### src/verilog/scb_defines.vh
/*
 * Constants for the serial block's UART setup and interrupt logic:
 * register offsets, field positions, reset values and mode codes.
 * Assumes inclusion by bare name from the design file.
 */
`ifndef SCB_DEFINES_VH
`define SCB_DEFINES_VH

// ----------------------------------------------------------------
// register byte offsets
// ----------------------------------------------------------------
`define SCB_OFF_CTRL        12'h000
`define SCB_OFF_UART_CTRL   12'h040
`define SCB_OFF_TX_CTRL     12'h200
`define SCB_OFF_TXQ_CTRL    12'h204
`define SCB_OFF_RX_CTRL     12'h300
`define SCB_OFF_RXQ_CTRL    12'h304
`define SCB_OFF_TX_IRQ      12'h400
`define SCB_OFF_TX_MASK     12'h404
`define SCB_OFF_RX_IRQ      12'h408
`define SCB_OFF_RX_MASK     12'h40C
`define SCB_OFF_STATUS      12'h410
`define SCB_OFF_TX_DATA     12'h500
`define SCB_OFF_RX_DATA     12'h504

// ----------------------------------------------------------------
// field positions
// ----------------------------------------------------------------
`define SCB_ENABLE_BIT      31
`define SCB_MODE_HI         25
`define SCB_MODE_LO         24
`define SCB_LOOP_BIT        16
`define SCB_WIDTH_HI        3
`define SCB_MSB_BIT         8
`define SCB_MEDIAN_BIT      9
`define SCB_TRIG_HI         2
`define SCB_CLEAR_BIT       16
`define SCB_FREEZE_BIT      17

// ----------------------------------------------------------------
// codes and reset values
// ----------------------------------------------------------------
`define SCB_PROTO_UART      2'h2
`define SCB_SUB_STD         2'h0
`define SCB_SUB_CARD        2'h1
`define SCB_SUB_IR          2'h2
`define SCB_WIDTH_RST       4'h7
`define SCB_WORD_ZERO       32'h0000_0000
`define SCB_TX_EVENTS       8
`define SCB_RX_EVENTS       9

`endif

### src/verilog/scb_uart_setup.v
/*
 * UART setup, enable/reinit and interrupt aggregation of the serial
 * block, with a small TX and RX FIFO and an APB register slave.
 * Assumes one clock ref_clk, async active-high rst, and that the
 * bit engine sits outside and talks over the eng_* ports.
 */
`include "scb_defines.vh"

module scb_uart_setup #(
   parameter DEPTH_LOG = 3,
   parameter DW        = 16
) (
   input  wire          ref_clk,
   input  wire          rst,
   input  wire          psel,
   input  wire          penable,
   input  wire          pwrite,
   input  wire [11:0]   paddr,
   input  wire [31:0]   pwdata,
   output reg  [31:0]   prdata,
   output reg           pready,
   output reg           pslverr,
   input  wire          rx_line,
   output reg           tx_line,
   input  wire          eng_tx_bit,
   output reg  [DW-1:0] eng_tx_word,
   output reg           eng_tx_valid,
   input  wire          eng_tx_pop,
   input  wire [DW-1:0] eng_rx_word,
   input  wire          eng_rx_push,
   output reg           eng_rx_bit,
   output reg           uart_active,
   output reg  [1:0]    sub_mode,
   output reg  [3:0]    frame_bits_m1,
   output reg           tx_msb_first,
   output reg           rx_msb_first,
   output reg           tx_run,
   output reg           rx_run,
   output reg           shift_clear_tx,
   output reg           shift_clear_rx,
   input  wire          ev_nack,
   input  wire          ev_tx_done,
   input  wire          ev_arb_lost,
   input  wire          ev_frame_err,
   input  wire          ev_parity_err,
   input  wire          ev_lin_baud,
   input  wire          ev_lin_break,
   output reg           irq_tx,
   output reg           irq_rx
);

   localparam DEPTH = 1 << DEPTH_LOG;
   localparam TXN   = `SCB_TX_EVENTS;
   localparam RXN   = `SCB_RX_EVENTS;

   // ----------------------------------------------------------------
   // software-visible control registers
   // ----------------------------------------------------------------
   reg [31:0]    ctrl_q;
   reg [31:0]    uctrl_q;
   reg [31:0]    txc_q;
   reg [31:0]    rxc_q;
   reg [31:0]    txq_q;
   reg [31:0]    rxq_q;
   reg [TXN-1:0] tx_flag_q;
   reg [TXN-1:0] tx_mask_q;
   reg [RXN-1:0] rx_flag_q;
   reg [RXN-1:0] rx_mask_q;
   // shadow copies, loaded only on the enable rising edge; enable_d1_q follows the enable every cycle
   reg [1:0]     sub_q;
   reg           loop_q;
   reg           median_q;
   reg           enable_d1_q;

   wire blk_on   = ctrl_q[`SCB_ENABLE_BIT];
   wire proto_ok = ctrl_q[`SCB_MODE_HI:`SCB_MODE_LO]
                   == `SCB_PROTO_UART;
   wire active   = blk_on & proto_ok;
   wire reinit   = blk_on & ~enable_d1_q;

   wire acc      = psel & penable & pready;
   wire wr       = acc & pwrite;
   wire rd       = acc & ~pwrite;

   // ----------------------------------------------------------------
   // fifos
   // ----------------------------------------------------------------
   reg [DW-1:0]      txm [0:DEPTH-1];
   reg [DW-1:0]      rxm [0:DEPTH-1];
   // one extra pointer bit tells full from empty
   reg [DEPTH_LOG:0] tx_wp_q;
   reg [DEPTH_LOG:0] tx_rp_q;
   reg [DEPTH_LOG:0] rx_wp_q;
   reg [DEPTH_LOG:0] rx_rp_q;
   wire [DEPTH_LOG:0] tx_cnt = tx_wp_q - tx_rp_q;
   wire [DEPTH_LOG:0] rx_cnt = rx_wp_q - rx_rp_q;
   wire tx_full  = tx_cnt == DEPTH;
   wire tx_empty = tx_cnt == 0;
   wire rx_full  = rx_cnt == DEPTH;
   wire rx_empty = rx_cnt == 0;

   wire tx_clr = txq_q[`SCB_CLEAR_BIT] | reinit | ~active;
   wire rx_clr = rxq_q[`SCB_CLEAR_BIT] | reinit | ~active;
   wire tx_frz = txq_q[`SCB_FREEZE_BIT];
   wire rx_frz = rxq_q[`SCB_FREEZE_BIT];
   wire tx_en  = active & txc_q[`SCB_ENABLE_BIT];
   wire rx_en  = active & rxc_q[`SCB_ENABLE_BIT];

   wire sw_push = wr & (paddr == `SCB_OFF_TX_DATA);
   wire sw_pop  = rd & (paddr == `SCB_OFF_RX_DATA);
   // freeze holds the pointers still for hardware-side access only
   wire hw_pop  = eng_tx_pop & tx_en & ~tx_frz;
   wire hw_push = eng_rx_push & rx_en & ~rx_frz;

   wire tx_wr_ok = sw_push & ~tx_full;
   wire tx_rd_ok = hw_pop & ~tx_empty;
   wire rx_wr_ok = hw_push & ~rx_full;
   wire rx_rd_ok = sw_pop & ~rx_empty;

   always @(posedge ref_clk or posedge rst) begin
      if (rst) begin
         tx_wp_q <= {(DEPTH_LOG+1){1'b0}};
         tx_rp_q <= {(DEPTH_LOG+1){1'b0}};
         rx_wp_q <= {(DEPTH_LOG+1){1'b0}};
         rx_rp_q <= {(DEPTH_LOG+1){1'b0}};
      end else begin
         if (tx_clr) begin
            tx_wp_q <= {(DEPTH_LOG+1){1'b0}};
            tx_rp_q <= {(DEPTH_LOG+1){1'b0}};
         end else begin
            if (tx_wr_ok)
               tx_wp_q <= tx_wp_q + 1'b1;
            if (tx_rd_ok)
               tx_rp_q <= tx_rp_q + 1'b1;
         end
         if (rx_clr) begin
            rx_wp_q <= {(DEPTH_LOG+1){1'b0}};
            rx_rp_q <= {(DEPTH_LOG+1){1'b0}};
         end else begin
            if (rx_wr_ok)
               rx_wp_q <= rx_wp_q + 1'b1;
            if (rx_rd_ok)
               rx_rp_q <= rx_rp_q + 1'b1;
         end
      end
   end

   // memories carry no reset; pointers make stale words invisible
   always @(posedge ref_clk) begin
      if (tx_wr_ok & ~tx_clr)
         txm[tx_wp_q[DEPTH_LOG-1:0]] <= pwdata[DW-1:0];
      if (rx_wr_ok & ~rx_clr)
         rxm[rx_wp_q[DEPTH_LOG-1:0]] <= eng_rx_word;
   end

   // ----------------------------------------------------------------
   // event sources and sticky flags
   // ----------------------------------------------------------------
   // trigger field is three bits; a fourth keeps the compare unsigned
   // against a count that may reach the full depth
   wire [3:0] tx_trig = {1'b0, txq_q[`SCB_TRIG_HI:0]};
   wire [3:0] rx_trig = {1'b0, rxq_q[`SCB_TRIG_HI:0]};
   wire card = sub_q == `SCB_SUB_CARD;

   wire [TXN-1:0] tx_ev = {
      ev_arb_lost & tx_en,
      ev_tx_done & tx_en,
      ev_nack & card & tx_en,
      hw_pop & tx_empty,
      sw_push & tx_full,
      tx_en & tx_empty,
      tx_en & ~tx_full,
      tx_en & (tx_cnt < tx_trig)};

   wire [RXN-1:0] rx_ev = {
      ev_lin_break & rx_en,
      ev_lin_baud & rx_en,
      ev_parity_err & rx_en,
      ev_frame_err & rx_en,
      sw_pop & rx_empty,
      hw_push & rx_full,
      rx_en & ~rx_empty,
      rx_en & rx_full,
      rx_en & (rx_cnt > rx_trig)};

   // write-one-to-clear; a new event in the same cycle wins
   wire [TXN-1:0] tx_w1c = (wr & (paddr == `SCB_OFF_TX_IRQ)) ?
                           pwdata[TXN-1:0] : {TXN{1'b0}};
   wire [RXN-1:0] rx_w1c = (wr & (paddr == `SCB_OFF_RX_IRQ)) ?
                           pwdata[RXN-1:0] : {RXN{1'b0}};

   // ----------------------------------------------------------------
   // median filter, loop back, pin synchroniser
   // ----------------------------------------------------------------
   reg  [2:0] rx_sync_q;
   reg  [2:0] med_q;
   reg        rx_clean_q;
   wire       rx_changed = rx_sync_q[2] ^ rx_clean_q;
   wire       rx_src = loop_q ? eng_tx_bit : rx_clean_q;
   wire       med_out = (med_q[0] & med_q[1]) | (med_q[1] & med_q[2])
                        | (med_q[0] & med_q[2]);

   // ----------------------------------------------------------------
   // register bus and state
   // ----------------------------------------------------------------
   reg [31:0] rdata;
   reg        hit;
   always @* begin
      hit   = 1'b1;
      rdata = `SCB_WORD_ZERO;
      case (paddr)
         `SCB_OFF_CTRL:      rdata = ctrl_q;
         `SCB_OFF_UART_CTRL: rdata = uctrl_q;
         `SCB_OFF_TX_CTRL:   rdata = txc_q;
         `SCB_OFF_RX_CTRL:   rdata = rxc_q;
         `SCB_OFF_TXQ_CTRL:  rdata = txq_q;
         `SCB_OFF_RXQ_CTRL:  rdata = rxq_q;
         `SCB_OFF_TX_IRQ:    rdata = {{(32-TXN){1'b0}}, tx_flag_q};
         `SCB_OFF_TX_MASK:   rdata = {{(32-TXN){1'b0}}, tx_mask_q};
         `SCB_OFF_RX_IRQ:    rdata = {{(32-RXN){1'b0}}, rx_flag_q};
         `SCB_OFF_RX_MASK:   rdata = {{(32-RXN){1'b0}}, rx_mask_q};
         `SCB_OFF_STATUS:    rdata = {14'h0000, rx_cnt[DEPTH_LOG:0],
                                      {(12-DEPTH_LOG){1'b0}},
                                      tx_cnt[DEPTH_LOG:0], active};
         `SCB_OFF_TX_DATA:   rdata = `SCB_WORD_ZERO;
         `SCB_OFF_RX_DATA:   rdata = rx_empty ? `SCB_WORD_ZERO :
            {{(32-DW){1'b0}}, rxm[rx_rp_q[DEPTH_LOG-1:0]]};
         default:            hit = 1'b0;
      endcase
   end

   always @(posedge ref_clk or posedge rst) begin
      if (rst) begin
         ctrl_q <= `SCB_WORD_ZERO;
         uctrl_q <= `SCB_WORD_ZERO;
         txc_q <= {28'h0000000, `SCB_WIDTH_RST};
         rxc_q <= {28'h0000000, `SCB_WIDTH_RST};
         txq_q <= `SCB_WORD_ZERO;
         rxq_q <= `SCB_WORD_ZERO;
         tx_flag_q <= {TXN{1'b0}};
         rx_flag_q <= {RXN{1'b0}};
         tx_mask_q <= {TXN{1'b0}};
         rx_mask_q <= {RXN{1'b0}};
         sub_q <= `SCB_SUB_STD;
         loop_q <= 1'b0;
         median_q <= 1'b0;
         enable_d1_q <= 1'b0;
         prdata <= `SCB_WORD_ZERO;
         pready <= 1'b0;
         pslverr <= 1'b0;
         rx_sync_q <= 3'h7;
         med_q <= 3'h7;
         rx_clean_q <= 1'b1;
         tx_line <= 1'b1;
         eng_rx_bit <= 1'b1;
         eng_tx_word <= {DW{1'b0}};
         eng_tx_valid <= 1'b0;
         uart_active <= 1'b0;
         sub_mode <= `SCB_SUB_STD;
         frame_bits_m1 <= `SCB_WIDTH_RST;
         tx_msb_first <= 1'b0;
         rx_msb_first <= 1'b0;
         tx_run <= 1'b0;
         rx_run <= 1'b0;
         shift_clear_tx <= 1'b1;
         shift_clear_rx <= 1'b1;
         irq_tx <= 1'b0;
         irq_rx <= 1'b0;
      end else begin
         // ----------------------------------------------------------
         // register bus
         // ----------------------------------------------------------

         // no wait state: pready answers in the first access cycle
         pready <= psel & ~penable;
         if (psel & ~penable) begin
            prdata <= rdata;
            pslverr <= ~hit;
         end
         if (wr) begin
            case (paddr)
               `SCB_OFF_CTRL:      ctrl_q <= pwdata;
               `SCB_OFF_UART_CTRL: uctrl_q <= pwdata;
               `SCB_OFF_TX_CTRL:   txc_q <= pwdata;
               `SCB_OFF_RX_CTRL:   rxc_q <= pwdata;
               `SCB_OFF_TXQ_CTRL:  txq_q <= pwdata;
               `SCB_OFF_RXQ_CTRL:  rxq_q <= pwdata;
               `SCB_OFF_TX_MASK:   tx_mask_q <= pwdata[TXN-1:0];
               `SCB_OFF_RX_MASK:   rx_mask_q <= pwdata[RXN-1:0];
               default: ;
            endcase
         end

         // ----------------------------------------------------------
         // sticky flags and interrupt outputs
         // ----------------------------------------------------------

         // the event term is or-ed last, so a clear never hides it
         tx_flag_q <= (tx_flag_q & ~tx_w1c) | tx_ev;
         rx_flag_q <= (rx_flag_q & ~rx_w1c) | rx_ev;
         irq_tx <= |(tx_flag_q & tx_mask_q);
         irq_rx <= |(rx_flag_q & rx_mask_q);

         // ----------------------------------------------------------
         // configuration snapshot
         // ----------------------------------------------------------

         enable_d1_q <= blk_on;
         // live settings changed while enabled stay unseen until re-enable
         if (reinit) begin
            sub_q <= uctrl_q[`SCB_MODE_HI:`SCB_MODE_LO];
            loop_q <= uctrl_q[`SCB_LOOP_BIT];
            median_q <= rxc_q[`SCB_MEDIAN_BIT];
            frame_bits_m1 <= txc_q[`SCB_WIDTH_HI:0];
            tx_msb_first <= txc_q[`SCB_MSB_BIT];
            rx_msb_first <= rxc_q[`SCB_MSB_BIT];
         end

         // ----------------------------------------------------------
         // receive pin path
         // ----------------------------------------------------------

         // three-stage pin sync; accept once stages 2 and 3 agree
         // a one-cycle spike never reaches the engine for that reason
         rx_sync_q <= {rx_sync_q[1:0], rx_line};
         if (rx_sync_q[2] == rx_sync_q[1] && rx_changed)
            rx_clean_q <= rx_sync_q[2];
         med_q <= {med_q[1:0], rx_src};
         eng_rx_bit <= median_q ? med_out : rx_src;

         // ----------------------------------------------------------
         // engine side outputs
         // ----------------------------------------------------------

         // idle line is high, so a disabled transmitter looks like stop
         tx_line <= tx_en ? eng_tx_bit : 1'b1;
         eng_tx_word <= tx_empty ? {DW{1'b0}} :
                        txm[tx_rp_q[DEPTH_LOG-1:0]];
         eng_tx_valid <= tx_en & ~tx_empty & ~tx_frz & ~tx_clr;
         uart_active <= active;
         sub_mode <= sub_q;
         tx_run <= tx_en;
         rx_run <= rx_en;
         shift_clear_tx <= tx_clr;
         shift_clear_rx <= rx_clr;
      end
   end

endmodule

### config.mk
export PLATFORM = sky130hd
export DESIGN_NAME = scb_uart_setup
export DESIGN_NICKNAME = d
export VERILOG_FILES = /design/src/verilog/scb_uart_setup.v
export VERILOG_INCLUDE_DIRS = /design/src /design/src/verilog
export SDC_FILE = /design/constraint.sdc
export NUM_CORES = 1
export LEC_CHECK = 0
export BUFFER_PORTS_ARGS = -buffer_cell sky130_fd_sc_hd__buf_4
export CAP_MARGIN = 10
export CORE_UTILIZATION = 39
export DETAILED_ROUTE_END_ITERATION = 10
export SYNTH_ARGS = -nofsm -noshare
export SYNTH_HDL_FRONTEND = slang
export SYNTH_SLANG_ARGS = --single-unit
### constraint.sdc
create_clock -name ref_clk -period 22.9 [get_ports ref_clk]
set_input_delay 4.58 -clock ref_clk [delete_from_list [all_inputs] [get_ports ref_clk]]
set_output_delay 4.58 -clock ref_clk [all_outputs]
set_load 0.01 [all_outputs]
# Word level (Yosys, flattened, before mapping)

Memory sizes are Yosys's and may differ from the RTL's.
Cells that the tools add are included.

Bits in registers: 322
Memory bits (writable): 256
Input bits: 76
Output and inout port bits: 68
Memories kept: 2

Memory list:

| name | depth | width | read ports | clocked after memory_dff | wr ports | RTL line            | text |
|---|---|---|---|---|---|---|---|
| rxm  | 8     | 16    | 1          | 0                        | 1        | scb_uart_setup.v:89 | `reg [DW-1:0] rxm [0:DEPTH-1];` |
| txm  | 8     | 16    | 1          | 0                        | 1        | scb_uart_setup.v:88 | `reg [DW-1:0] txm [0:DEPTH-1];` |

Add/subtract/negate cells: 6
$lt $le $gt $ge: 2
Equality and inequality tests: 17
Multiplexer cells: 21
Bitwise logic cells: 75
Reductions and logical operators: 19

Operators with widths:

| operator               | count |
|---|---|
| $pmux W32 S12          | 1 |
| $eq A12 B11 Y1 const B | 7 |
| $eq A12 B10 Y1 const B | 4 |
| $and A1 B1 Y1          | 47 |
| $mux W16               | 2 |
| $mux W4                | 8 |
| $and A9 B9 Y9          | 2 |
| $add A4 B1 Y4 const B  | 4 |
| $and A8 B8 Y8          | 2 |
| $reduce_and A2 Y1      | 8 |
| $not A1 Y1             | 13 |
| $reduce_or A13 Y1      | 1 |
| $eq A12 B7 Y1 const B  | 1 |
| $logic_not A12 Y1      | 1 |
| $mux W9                | 1 |
| $not A9 Y9             | 1 |
| $or A9 B9 Y9           | 1 |
| $reduce_or A9 Y1       | 1 |
| $eq A4 B4 Y1 const B   | 2 |
| $logic_not A4 Y1       | 2 |
| $mux W1                | 8 |
| $mux W8                | 1 |
| $not A8 Y8             | 1 |
| $or A8 B8 Y8           | 1 |
| other kinds (11)       | 20 |

# Logic depth before layout (Yosys ltp)

Gate-level depths: netlist of the first run.

Depth after elaboration: 9
Depth in mapped cells: 11
Mapped depth without buffers: 10

# Worst setup path before layout of the first run

Ideal clock, no wire load.

Path type: input to register
Start point: in paddr[3]
End point: mem txm[1][0] (enable)
Library setup time: 0.409 ns
Arrival time: 7.096 ns
Slack: 15.395 ns
Stages: 7
Path through: buf_2 nor4_2 buf_2 nand4_1 a31oi_2 nand3_1 nor3_1

Word-level cells in the longest chain between the ends: 6

RTL lines:

| element                       | RTL line             | text |
|---|---|---|
| start, declared               | scb_uart_setup.v:18  | `input wire [11:0] paddr,` |
| $eq A12 B11 Y1                | n/a                  |  |
| $and A1 B1 Y1                 | scb_uart_setup.v:109 | `` wire sw_push = wr & (paddr == `SCB_OFF_TX_DATA); `` |
| $and A1 B1 Y1                 | scb_uart_setup.v:115 | `wire tx_wr_ok = sw_push & ~tx_full;` |
| $and A1 B1 Y1                 | scb_uart_setup.v:150 | `if (tx_wr_ok & ~tx_clr)` |
| $mux W1                       | scb_uart_setup.v:150 |  |
| $mux W1 (not written as such) | scb_uart_setup.v:151 | `txm[tx_wp_q[DEPTH_LOG-1:0]] <= pwdata[DW-1:0];` |
| end, declared                 | scb_uart_setup.v:88  |  |

Every way passes these cells.

# Final worst setup path of the first run

Start point: in paddr[2]
End point: mem txm[2][10] (enable)

The elaborated chain is that of the path after synthesis.

==> impl_metrics.tcl, run 1 <==
set metrics [dict create \
    outcome "finished clean" \
    slowest_stage "nor2_2" \
    cts_buffer_depth 3 \
    synth_cell_types 88 \
    power_leakage_nw 11.45 \
    setup_viol 0 \
    final_antenna_net_count 0 \
    nFillCells 5474 \
    antenna_found_initial 7 \
    clkSlewWorstSetupHoldPaths_ps 60 \
    whs_ps 355.9 \
    cp-end-kind "flip-flop" \
    synthCells 1603 \
    synth_seq_area_share_pct 64.46 \
    total_power_mw 2.131 \
    die_width_um 252.5 \
    tightest_slew_ps 1159 \
    overflow 0 \
    yosysMostFrequentCell "dfrtp_1" \
    synth_edf_count 256 \
    required_ps 23160 \
    cp_num_buf_inv 1 \
    cts_hold_buf 0 \
    synth_warnings 0 \
    synthArstFlopShare_pct 55.71 \
    peakVddDrop_v 0.00007148 \
    place_hpwl_mm 44.08 \
    start_util_pct 39.57 \
    syn_area_per_cell_um2 15.26 \
    avgViaCountPerCell 5.650 \
    ios 144 \
    setup_tns_ps 0 \
    dp_slack_ps 14830 \
    hold_viol 0 \
    avgRoutedWirePerCell_um 25.22 \
    powerDensity_nw_per_um2 75.00 \
    drive_above_1_share_pct 33.44 \
    grtUsageTotal_pct 21.07 \
    dr.pass1.iters 8 \
    syn_to_final_growth_pct 16.11 \
    synth.top_cell.area_share_pct 31.42 \
    syn_nets 1696 \
    core_um2 61830 \
    critPathMaxFanout 42 \
    rows 91 \
    critPathKind "in2reg" \
    finClkSkew_ps 46.52 \
    grt_pass1_vias 15207 \
    cp_top_family "simple AND/OR/NAND/NOR gates" \
    max_cap_viol_count 0 \
    wl_mm 66.60 \
    dieArea_um2 63740 \
    cts_num_sinks 578 \
    die_h_um 252.5 \
    max_freq_mhz 134.8 \
    ys_top_cells_by_area "edfxtp_1 (31%), dfrtp_1 (31%), mux2_2 (10%)" \
    cts_resized 0 \
    startpoint_type "input pin" \
    crit_chain "buf_4, nor4_2, nand4_1, a31oi_2, nand3_1, nor2_2" \
    setup_slack_ps 15480 \
    slew-limit-headroom_pct 22.57 \
    rsz0062_at_grt "no" \
    post_cts_buffers 0 \
    period_needed_ps 7418 \
    ys.flop_type "dfrtp_1" \
    root_buffer "clkbuf_16" \
    cts_htree_levels 2 \
    period_share_pct 32.40 \
    cts_made_buffers 61 \
    grt_max_degree 163 \
    cts_tree "done" \
    io_buffers 143 \
    synthesis.area_um2 24460 \
    via_count 14921 \
    slowest_delay_ps 870 \
    yosysTopAreaCell "edfxtp_1" \
    clk_latency_ps 650 \
    drc 0 \
    slew_viol_final 0 \
    grt_pass1_wl_mm 99.36 \
    nets 1840 \
    drt_iter0_drc 1143 \
    hold_path_class "reg2reg" \
    crit_arrival_ps 7680 \
    synth.top_cells.by_count "dfrtp_1 (302), edfxtp_1 (256), mux2_2 (225)" \
    synth_seq_cells 578 \
    place_congestion 0.8928 \
]
[cells in the final DEF (no fill, tap or decap), types with 11 or more instances in the layout]
master     synthesis  routed
a21oi_1           36      35
mux2_2           225     225
nand3_1           31      31
a22oi_1           39      39
mux2i_1           27      27
a22o_1            25      25
inv_1             17      16
clkinv_1           4      14
o22ai_1           15      15
nand2_1          128     128
nand4_1           11      11
clkbuf_1          26      24
nor2_1            61      59
clkbuf_16          0      62
edfxtp_1         256     256
buf_4              9     170
mux2_1            20      20
a31oi_1           11      11
o21ai_0           27      27
dfstp_2           20      20
ha_1              15      15
mux4_2            64      64
a221oi_1          15      15
dfrtp_1          302     299
[per-stage QoR]
stage               area, µm²  util [%]  cells
floorplan               24460         -   1603
global placement        26450     42.78   2521
detailed placement      26450     42.78   2521
CTS                     28400     45.93   2637
global route            28400     45.93   2637
finish                  28410     45.95   2641
[sequential cells by signal, indices dropped and copies added, names as in the netlist, 3 cells and up]
signal         cells
tx_mask_q          8
rx_rp_q            4
med_q              3
eng_tx_word       16
uctrl_q           32
rx_flag_q          9
tx_rp_q            4
rx_mask_q          9
tx_wp_q            4
txm              128
rx_sync_q          3
rx_wp_q            4
rxq_q             32
frame_bits_m1      4
ctrl_q            32
txc_q             32
tx_flag_q          8
prdata            32
rxm              128
txq_q             32
rxc_q             32
[where the power goes]
part	switching (mW)	internal, mW
clock	0.409	0.550
sequential	0.00494	1.09
combinational	0.0511	0.0240
[layer usage]
layer  wire length, µm  share of wire (%)  GRT usage (%)
met1             28730                 43          29.35
met2             30870                 46          32.75
met3              4820                7.2          4.336
met4              2119                3.2          7.342
met5                53              0.080              0
[cell families after synthesis]
| kind of cell | Yosys count | share of synthesized area [%] |
|---|---|---|
| xor+xnor | 7 | 0.2506 |
| buf+inv | 111 | 2.138 |
| mux | 336 | 18.27 |
| simple gates | 316 | 6.782 |
| flops | 578 | 64.46 |
| compound gates | 237 | 7.124 |
| fa+ha+maj | 18 | 0.9717 |
[path summary, 6_finish.rpt]
kind	start	to	slack, ps	cells after the start
min	rx_sync_q[0]	rx_sync_q[1]	360	0
max reg2reg	tx_rp_q[2]	txm[2][10]	17960	7
max	paddr[2]	txm[2][10]	15480	6
max in group asynchronous	rst	prdata[26]	17440	3
min reg2reg	rx_sync_q[0]	rx_sync_q[1]	360	0
min in group asynchronous	rst	eng_tx_word[0]	4030	2
[area by class of cell]
cell class              instances  area [µm²]  share of cell area, %
flip-flops and latches        578       15770                  55.53
multi-input cells             914        8247                  29.03
clock buffers                  91        1710                  6.021
repair buffers                171        1296                  4.563
well taps                     837        1047                  3.687
clock inverters                25       236.5                 0.8325
inverters                      21       86.33                 0.3039
diodes                          4       10.01                0.03524
No activity file was read; power rests on OpenSTA's default activity.
==> run 2: changes to the inputs <==
- clock period: 22.9 -> 6.05 ns (I/O delays scaled with it)
==> impl_metrics.tcl, run 2 (same netlist as run 1, synthesis figures left out) <==
set metrics [dict create \
    outcome "finished clean" \
    nets 1856 \
    max_freq_mhz 250.6 \
    syn_to_final_growth_pct 16.66 \
    powerDensity_nw_per_um2 286.1 \
    final_antenna_net_count 0 \
    critPathKind "in2reg" \
    grt_pass1_wl_mm 99.29 \
    slew_viol_final 0 \
    dr.pass1.iters 5 \
    finClkSkew_ps 31.95 \
    setup_viol 0 \
    peakVddDrop_v 0.0002107 \
    power_leakage_nw 11.57 \
    drt_iter0_drc 1207 \
    cts_buffer_depth 3 \
    io_buffers 143 \
    tightest_slew_ps 1173 \
    final_util_pct 46.16 \
    rows 91 \
    mostFrequentLayoutCell "dfrtp_1" \
    rsz0062_at_grt "no" \
    crit_arrival_ps 4490 \
    cts_tree "done" \
    die_h_um 252.5 \
    cts_resized 0 \
    antenna_found_initial 7 \
    cts_made_buffers 61 \
    clkSlewWorstSetupHoldPaths_ps 60 \
    dp_cells 2537 \
    wl_mm 66.47 \
    fin_cells 2654 \
    place_hpwl_mm 44.16 \
    period_needed_ps 3990 \
    startpoint_type "input pin" \
    start_util_pct 39.57 \
    nFillCells 5416 \
    critPathMaxFanout 42 \
    cts_hold_buf 0 \
    avgRoutedWirePerCell_um 25.05 \
    drc 0 \
    core_um2 61830 \
    max_cap_viol_count 0 \
    via_count 14873 \
    place_congestion 0.9141 \
    grt_pass1_vias 15258 \
    cts_num_sinks 578 \
    hold_path_class "reg2reg" \
    hold_viol 0 \
    overflow 0 \
    period_share_pct 65.96 \
    grt_max_degree 128 \
    drive_above_1_share_pct 34.20 \
    cp-end-kind "flip-flop" \
    grtUsageTotal_pct 20.99 \
    slew-limit-headroom_pct 21.77 \
    avgViaCountPerCell 5.604 \
    required_ps 6550 \
    ios 144 \
    post_cts_buffers 0 \
    setup_tns_ps 0 \
    cts_htree_levels 2 \
    dieArea_um2 63740 \
    root_buffer "clkbuf_16" \
    layout_common_cells "dfrtp_1 (300), edfxtp_1 (256), mux2_2 (225), buf_4 (186), nand2_1 (128)" \
    die_width_um 252.5 \
    clk_latency_ps 650 \
]
## run 2: changes by cell type in the layout (fill, tap and decap cells not counted), moves of 3 or more
| cell | delta |
|---|---|
| buf_4 | +16 |
| clkbuf_8 | -4 |
| bufinv_16 | +4 |
| clkinv_2 | +7 |
| diode_2 | -3 |
| clkbuf_1 | -6 |
## run 2: routing by layer
metal | track usage, % | share of wire [%] | vias up
li1 | - | - | 6495
met1 | 28.56 | 43 | 7747
met2 | 32.40 | 46 | 495
met3 | 5.551 | 7.6 | 124
met4 | 7.359 | 3.0 | 12
met5 | 0 | 0.13 | -
## run 2: final timing paths
path | start | endpoint | slack [ps] | cells after the start
min in group asynchronous | rst | eng_tx_word[2] | 720 | 2
hold reg to reg | rx_sync_q[0] | rx_sync_q[1] | 360 | 0
setup reg to reg | tx_rp_q[2] | txm[3][12] | 2200 | 9
hold / removal | rx_sync_q[0] | rx_sync_q[1] | 360 | 0
max in group asynchronous | rst | uctrl_q[19] | 3910 | 3
setup / recovery | paddr[2] | txc_q[19] | 2060 | 7
## run 2: power by group
group / total, mW / switching [mW] / internal (mW)
sequential: 4.15 / 0.0170 / 4.13
combinational: 0.286 / 0.194 / 0.0922
clock: 3.73 / 1.56 / 2.17
## run 2: through the flow
| step | hold WS, ps | total power [mW] | area, µm² | setup slack (ps) |
|---|---|---|---|---|
| after global routing | 362.3 | 8.406 | 28540 | 1954 |
| final | 355.9 | 8.164 | 28540 | 2060 |
| after floorplan | 345.2 | 4.337 | 24470 | 561.6 |
| after CTS | 357.2 | 8.247 | 28540 | 2075 |
| after global placement | 347.0 | 4.507 | 26550 | 1484 |
| after detailed placement | 348.8 | 4.513 | 26550 | 1416 |
## run 2: layout make-up
type                    count  area, µm²  share of cell area [%]
clock inverters            36      381.6                   1.337
clock buffers              80       1608                   5.633
well taps                 837       1047                   3.669
inverters                  21      82.58                  0.2893
repair buffers            187       1416                   4.963
diodes                      1      2.502                0.008768
flip-flops and latches    578      15770                   55.27
multi-input cells         914       8229                   28.83
## run 2: worst max-delay path, cell delays in order
cell	delay (ps)
buf_4	300
or4_1	610
nor2_2	640
nand2_1	310
nor2_4	740
buf_4	310
mux2_2	350
==> run 3: changes to the inputs <==
- ABC_AREA: default -> 1
- clock period: 6.05 -> 4 ns (I/O delays scaled with it)
==> impl_metrics.tcl, run 3 <==
set metrics [dict create \
    layout_common_cells "nand2_1 (790), dfrtp_1 (300), edfxtp_1 (256), buf_4 (192), o21ai_0 (176)" \
    synth_warnings 0 \
    nFillCells 5798 \
    grt_pass1_wl_mm 105.8 \
    synth_cell_types 47 \
    multi_input_area_um2 7702 \
    place_congestion 0.9174 \
    cts_resized 0 \
    critPathMaxFanout 16 \
    cp-end-kind "flip-flop" \
    slowest_stage "dfrtp_1" \
    avgRoutedWirePerCell_um 19.68 \
    io_buffers 143 \
    cts_made_buffers 66 \
    synth_seq_area_share_pct 64.50 \
    clkSlewWorstSetupHoldPaths_ps 70 \
    post_cts_buffers 0 \
    dp_slack_ps 713.3 \
    slew_viol_final 0 \
    power_leakage_nw 12.78 \
    fin_cells 3508 \
    synthesis.area_um2 24450 \
    ys_top_cells_by_area "edfxtp_1 (31%), dfrtp_1 (31%), nand2_1 (12%)" \
    cts_hold_buf 0 \
    clk_latency_ps 620 \
    tightest_slew_ps 1066 \
    setup_slack_ps 1043 \
    setup_viol 0 \
    cp_num_buf_inv 3 \
    drc 0 \
    syn_to_final_growth_pct 17.78 \
    crit_top_cell "nand2_1" \
    total_power_mw 12.57 \
    start_util_pct 39.55 \
    nets 2710 \
    die_width_um 252.4 \
    period_share_pct 73.92 \
    via_count 18242 \
    diodes 0 \
    synth.top_cell.area_share_pct 31.44 \
    avgViaCountPerCell 5.200 \
    slew-limit-headroom_pct 28.86 \
    synthCells 2467 \
    cts_htree_levels 3 \
    cp_top_family "simple AND/OR/NAND/NOR gates" \
    dieArea_um2 63700 \
    fin_area_um2 28800 \
    mostFrequentLayoutCell "nand2_1" \
    root_buffer "clkbuf_16" \
    place_hpwl_mm 45.72 \
    finClkSkew_ps 29.07 \
    ios 144 \
    rows 91 \
    grt_max_degree 136 \
    grt_pass1_vias 17792 \
    grtUsageTotal_pct 21.84 \
    synth_seq_cells 578 \
    crit_chain "inv_1, ha_1, inv_1, fa_1, xor2_1, nor2_1, nand2_1, nand2_1, nor2_2, nand2_1, nor3_2, buf_4" \
    final_antenna_net_count 0 \
    yosysTopAreaCell "edfxtp_1" \
    whs_ps 244.0 \
    synthArstFlopShare_pct 55.71 \
    peakVddDrop_v 0.0003578 \
    rsz0062_at_grt "no" \
    dp_cells 3386 \
    critPathKind "reg2reg" \
    startpoint_type "flip-flop" \
    regArea_um2 15770 \
    slowest_delay_ps 400 \
    antenna_found_initial 1 \
    cts_tree "done" \
    synth.top_cells.by_count "nand2_1 (790), dfrtp_1 (302), edfxtp_1 (256)" \
    yosysMostFrequentCell "nand2_1" \
    cts_num_sinks 578 \
    drt_iter0_drc 1698 \
    post_dp_cell_area_um2 26590 \
    outcome "finished clean" \
    required_ps 4290 \
    overflow 0 \
    ys.flop_type "dfrtp_1" \
    hold_viol 0 \
    syn_nets 2560 \
    hold_path_class "in2async" \
    powerDensity_nw_per_um2 436.5 \
    die_h_um 252.4 \
    cts_buffer_depth 3 \
    synth_edf_count 256 \
    wl_mm 69.03 \
    max_cap_viol_count 0 \
    core_um2 61830 \
    period_needed_ps 2957 \
    max_freq_mhz 338.2 \
    crit_arrival_ps 3240 \
    drive_above_1_share_pct 14.94 \
    dr.pass1.iters 6 \
    syn_area_per_cell_um2 9.911 \
]
-- run 3: cell types whose count changed after synthesis, sizes merged, moves of 96 or more --
cell   before  now
nor2       65  161
o21ai      27  321
nand2     130  806
mux2      245    5
nand3      32  142
inv        17  143
-- run 3: cells by family after synthesis --
kind of cell | Yosys count | share of synthesized area, %
xor gates and xnor gates | 9 | 0.3224
buffers and inverters | 263 | 4.339
DFF | 578 | 64.50
and+or+nand+nor | 1171 | 19.90
adders and majority gates | 19 | 1.013
muxes | 5 | 0.2303
AOI/OAI and AO/OA | 422 | 9.702
-- run 3: layout make-up --
type                    instances  area share, %
multi-input cells            1626          26.75
repair buffers                195          5.214
inverters                     150          1.981
clock buffers                  91          6.595
clock inverters                31          1.060
flip-flops and latches        578          54.77
well taps                     837          3.636
-- run 3: final timing paths --
kind / from / endpoint / slack [ps] / cells past startpoint
worst min-delay path: rst / tx_flag_q[6] / 240 / 2
worst min register to register: rx_sync_q[0] / rx_sync_q[1] / 360 / 0
worst max register to register: rx_wp_q[0] / rxm[6][8] / 1040 / 12
max in group asynchronous: rst / rxc_q[21] / 2650 / 3
worst max-delay path: rx_wp_q[0] / rxm[6][8] / 1040 / 12
min in group ref_clk: rx_line / rx_sync_q[0] / 300 / 1
-- run 3: through the flow --
stage,setup TNS (ps),utilization (%)
6_report,0,46.58
3_3_place_gp,0,43.02
4_1_cts,0,46.58
2_1_floorplan,-325690,-
3_5_place_dp,0,43.02
5_1_grt,0,46.58
-- run 3: metal layers --
| layer | part of all wire [%] | track usage [%] | vias up |
|---|---|---|---|
| met5 | 0.022 | 0 | - |
| met4 | 3.9 | 9.939 | 2 |
| met3 | 5.9 | 3.316 | 151 |
| met2 | 48 | 35.61 | 604 |
| met1 | 42 | 28.74 | 8879 |
| li1 | - | - | 8606 |
-- run 3: worst register-to-register path: stages, from the launching register on --
cell and delay, ps:
dfrtp_1 400, inv_1 130, ha_1 160, inv_1 60, fa_1 380, xor2_1 300
nor2_1 100, nand2_1 120, nand2_1 150, nor2_2 160, nand2_1 180, nor3_2 150
buf_4 330
-- run 3: report_power, final --
| part | internal [mW] | total, mW | leakage (nW) | switching (mW) |
|---|---|---|---|---|
| logic | 0.0733 | 0.294 | 5.00 | 0.221 |
| clock network | 3.52 | 6.05 | 1.09 | 2.53 |
| registers | 6.22 | 6.23 | 6.69 | 0.00668 |
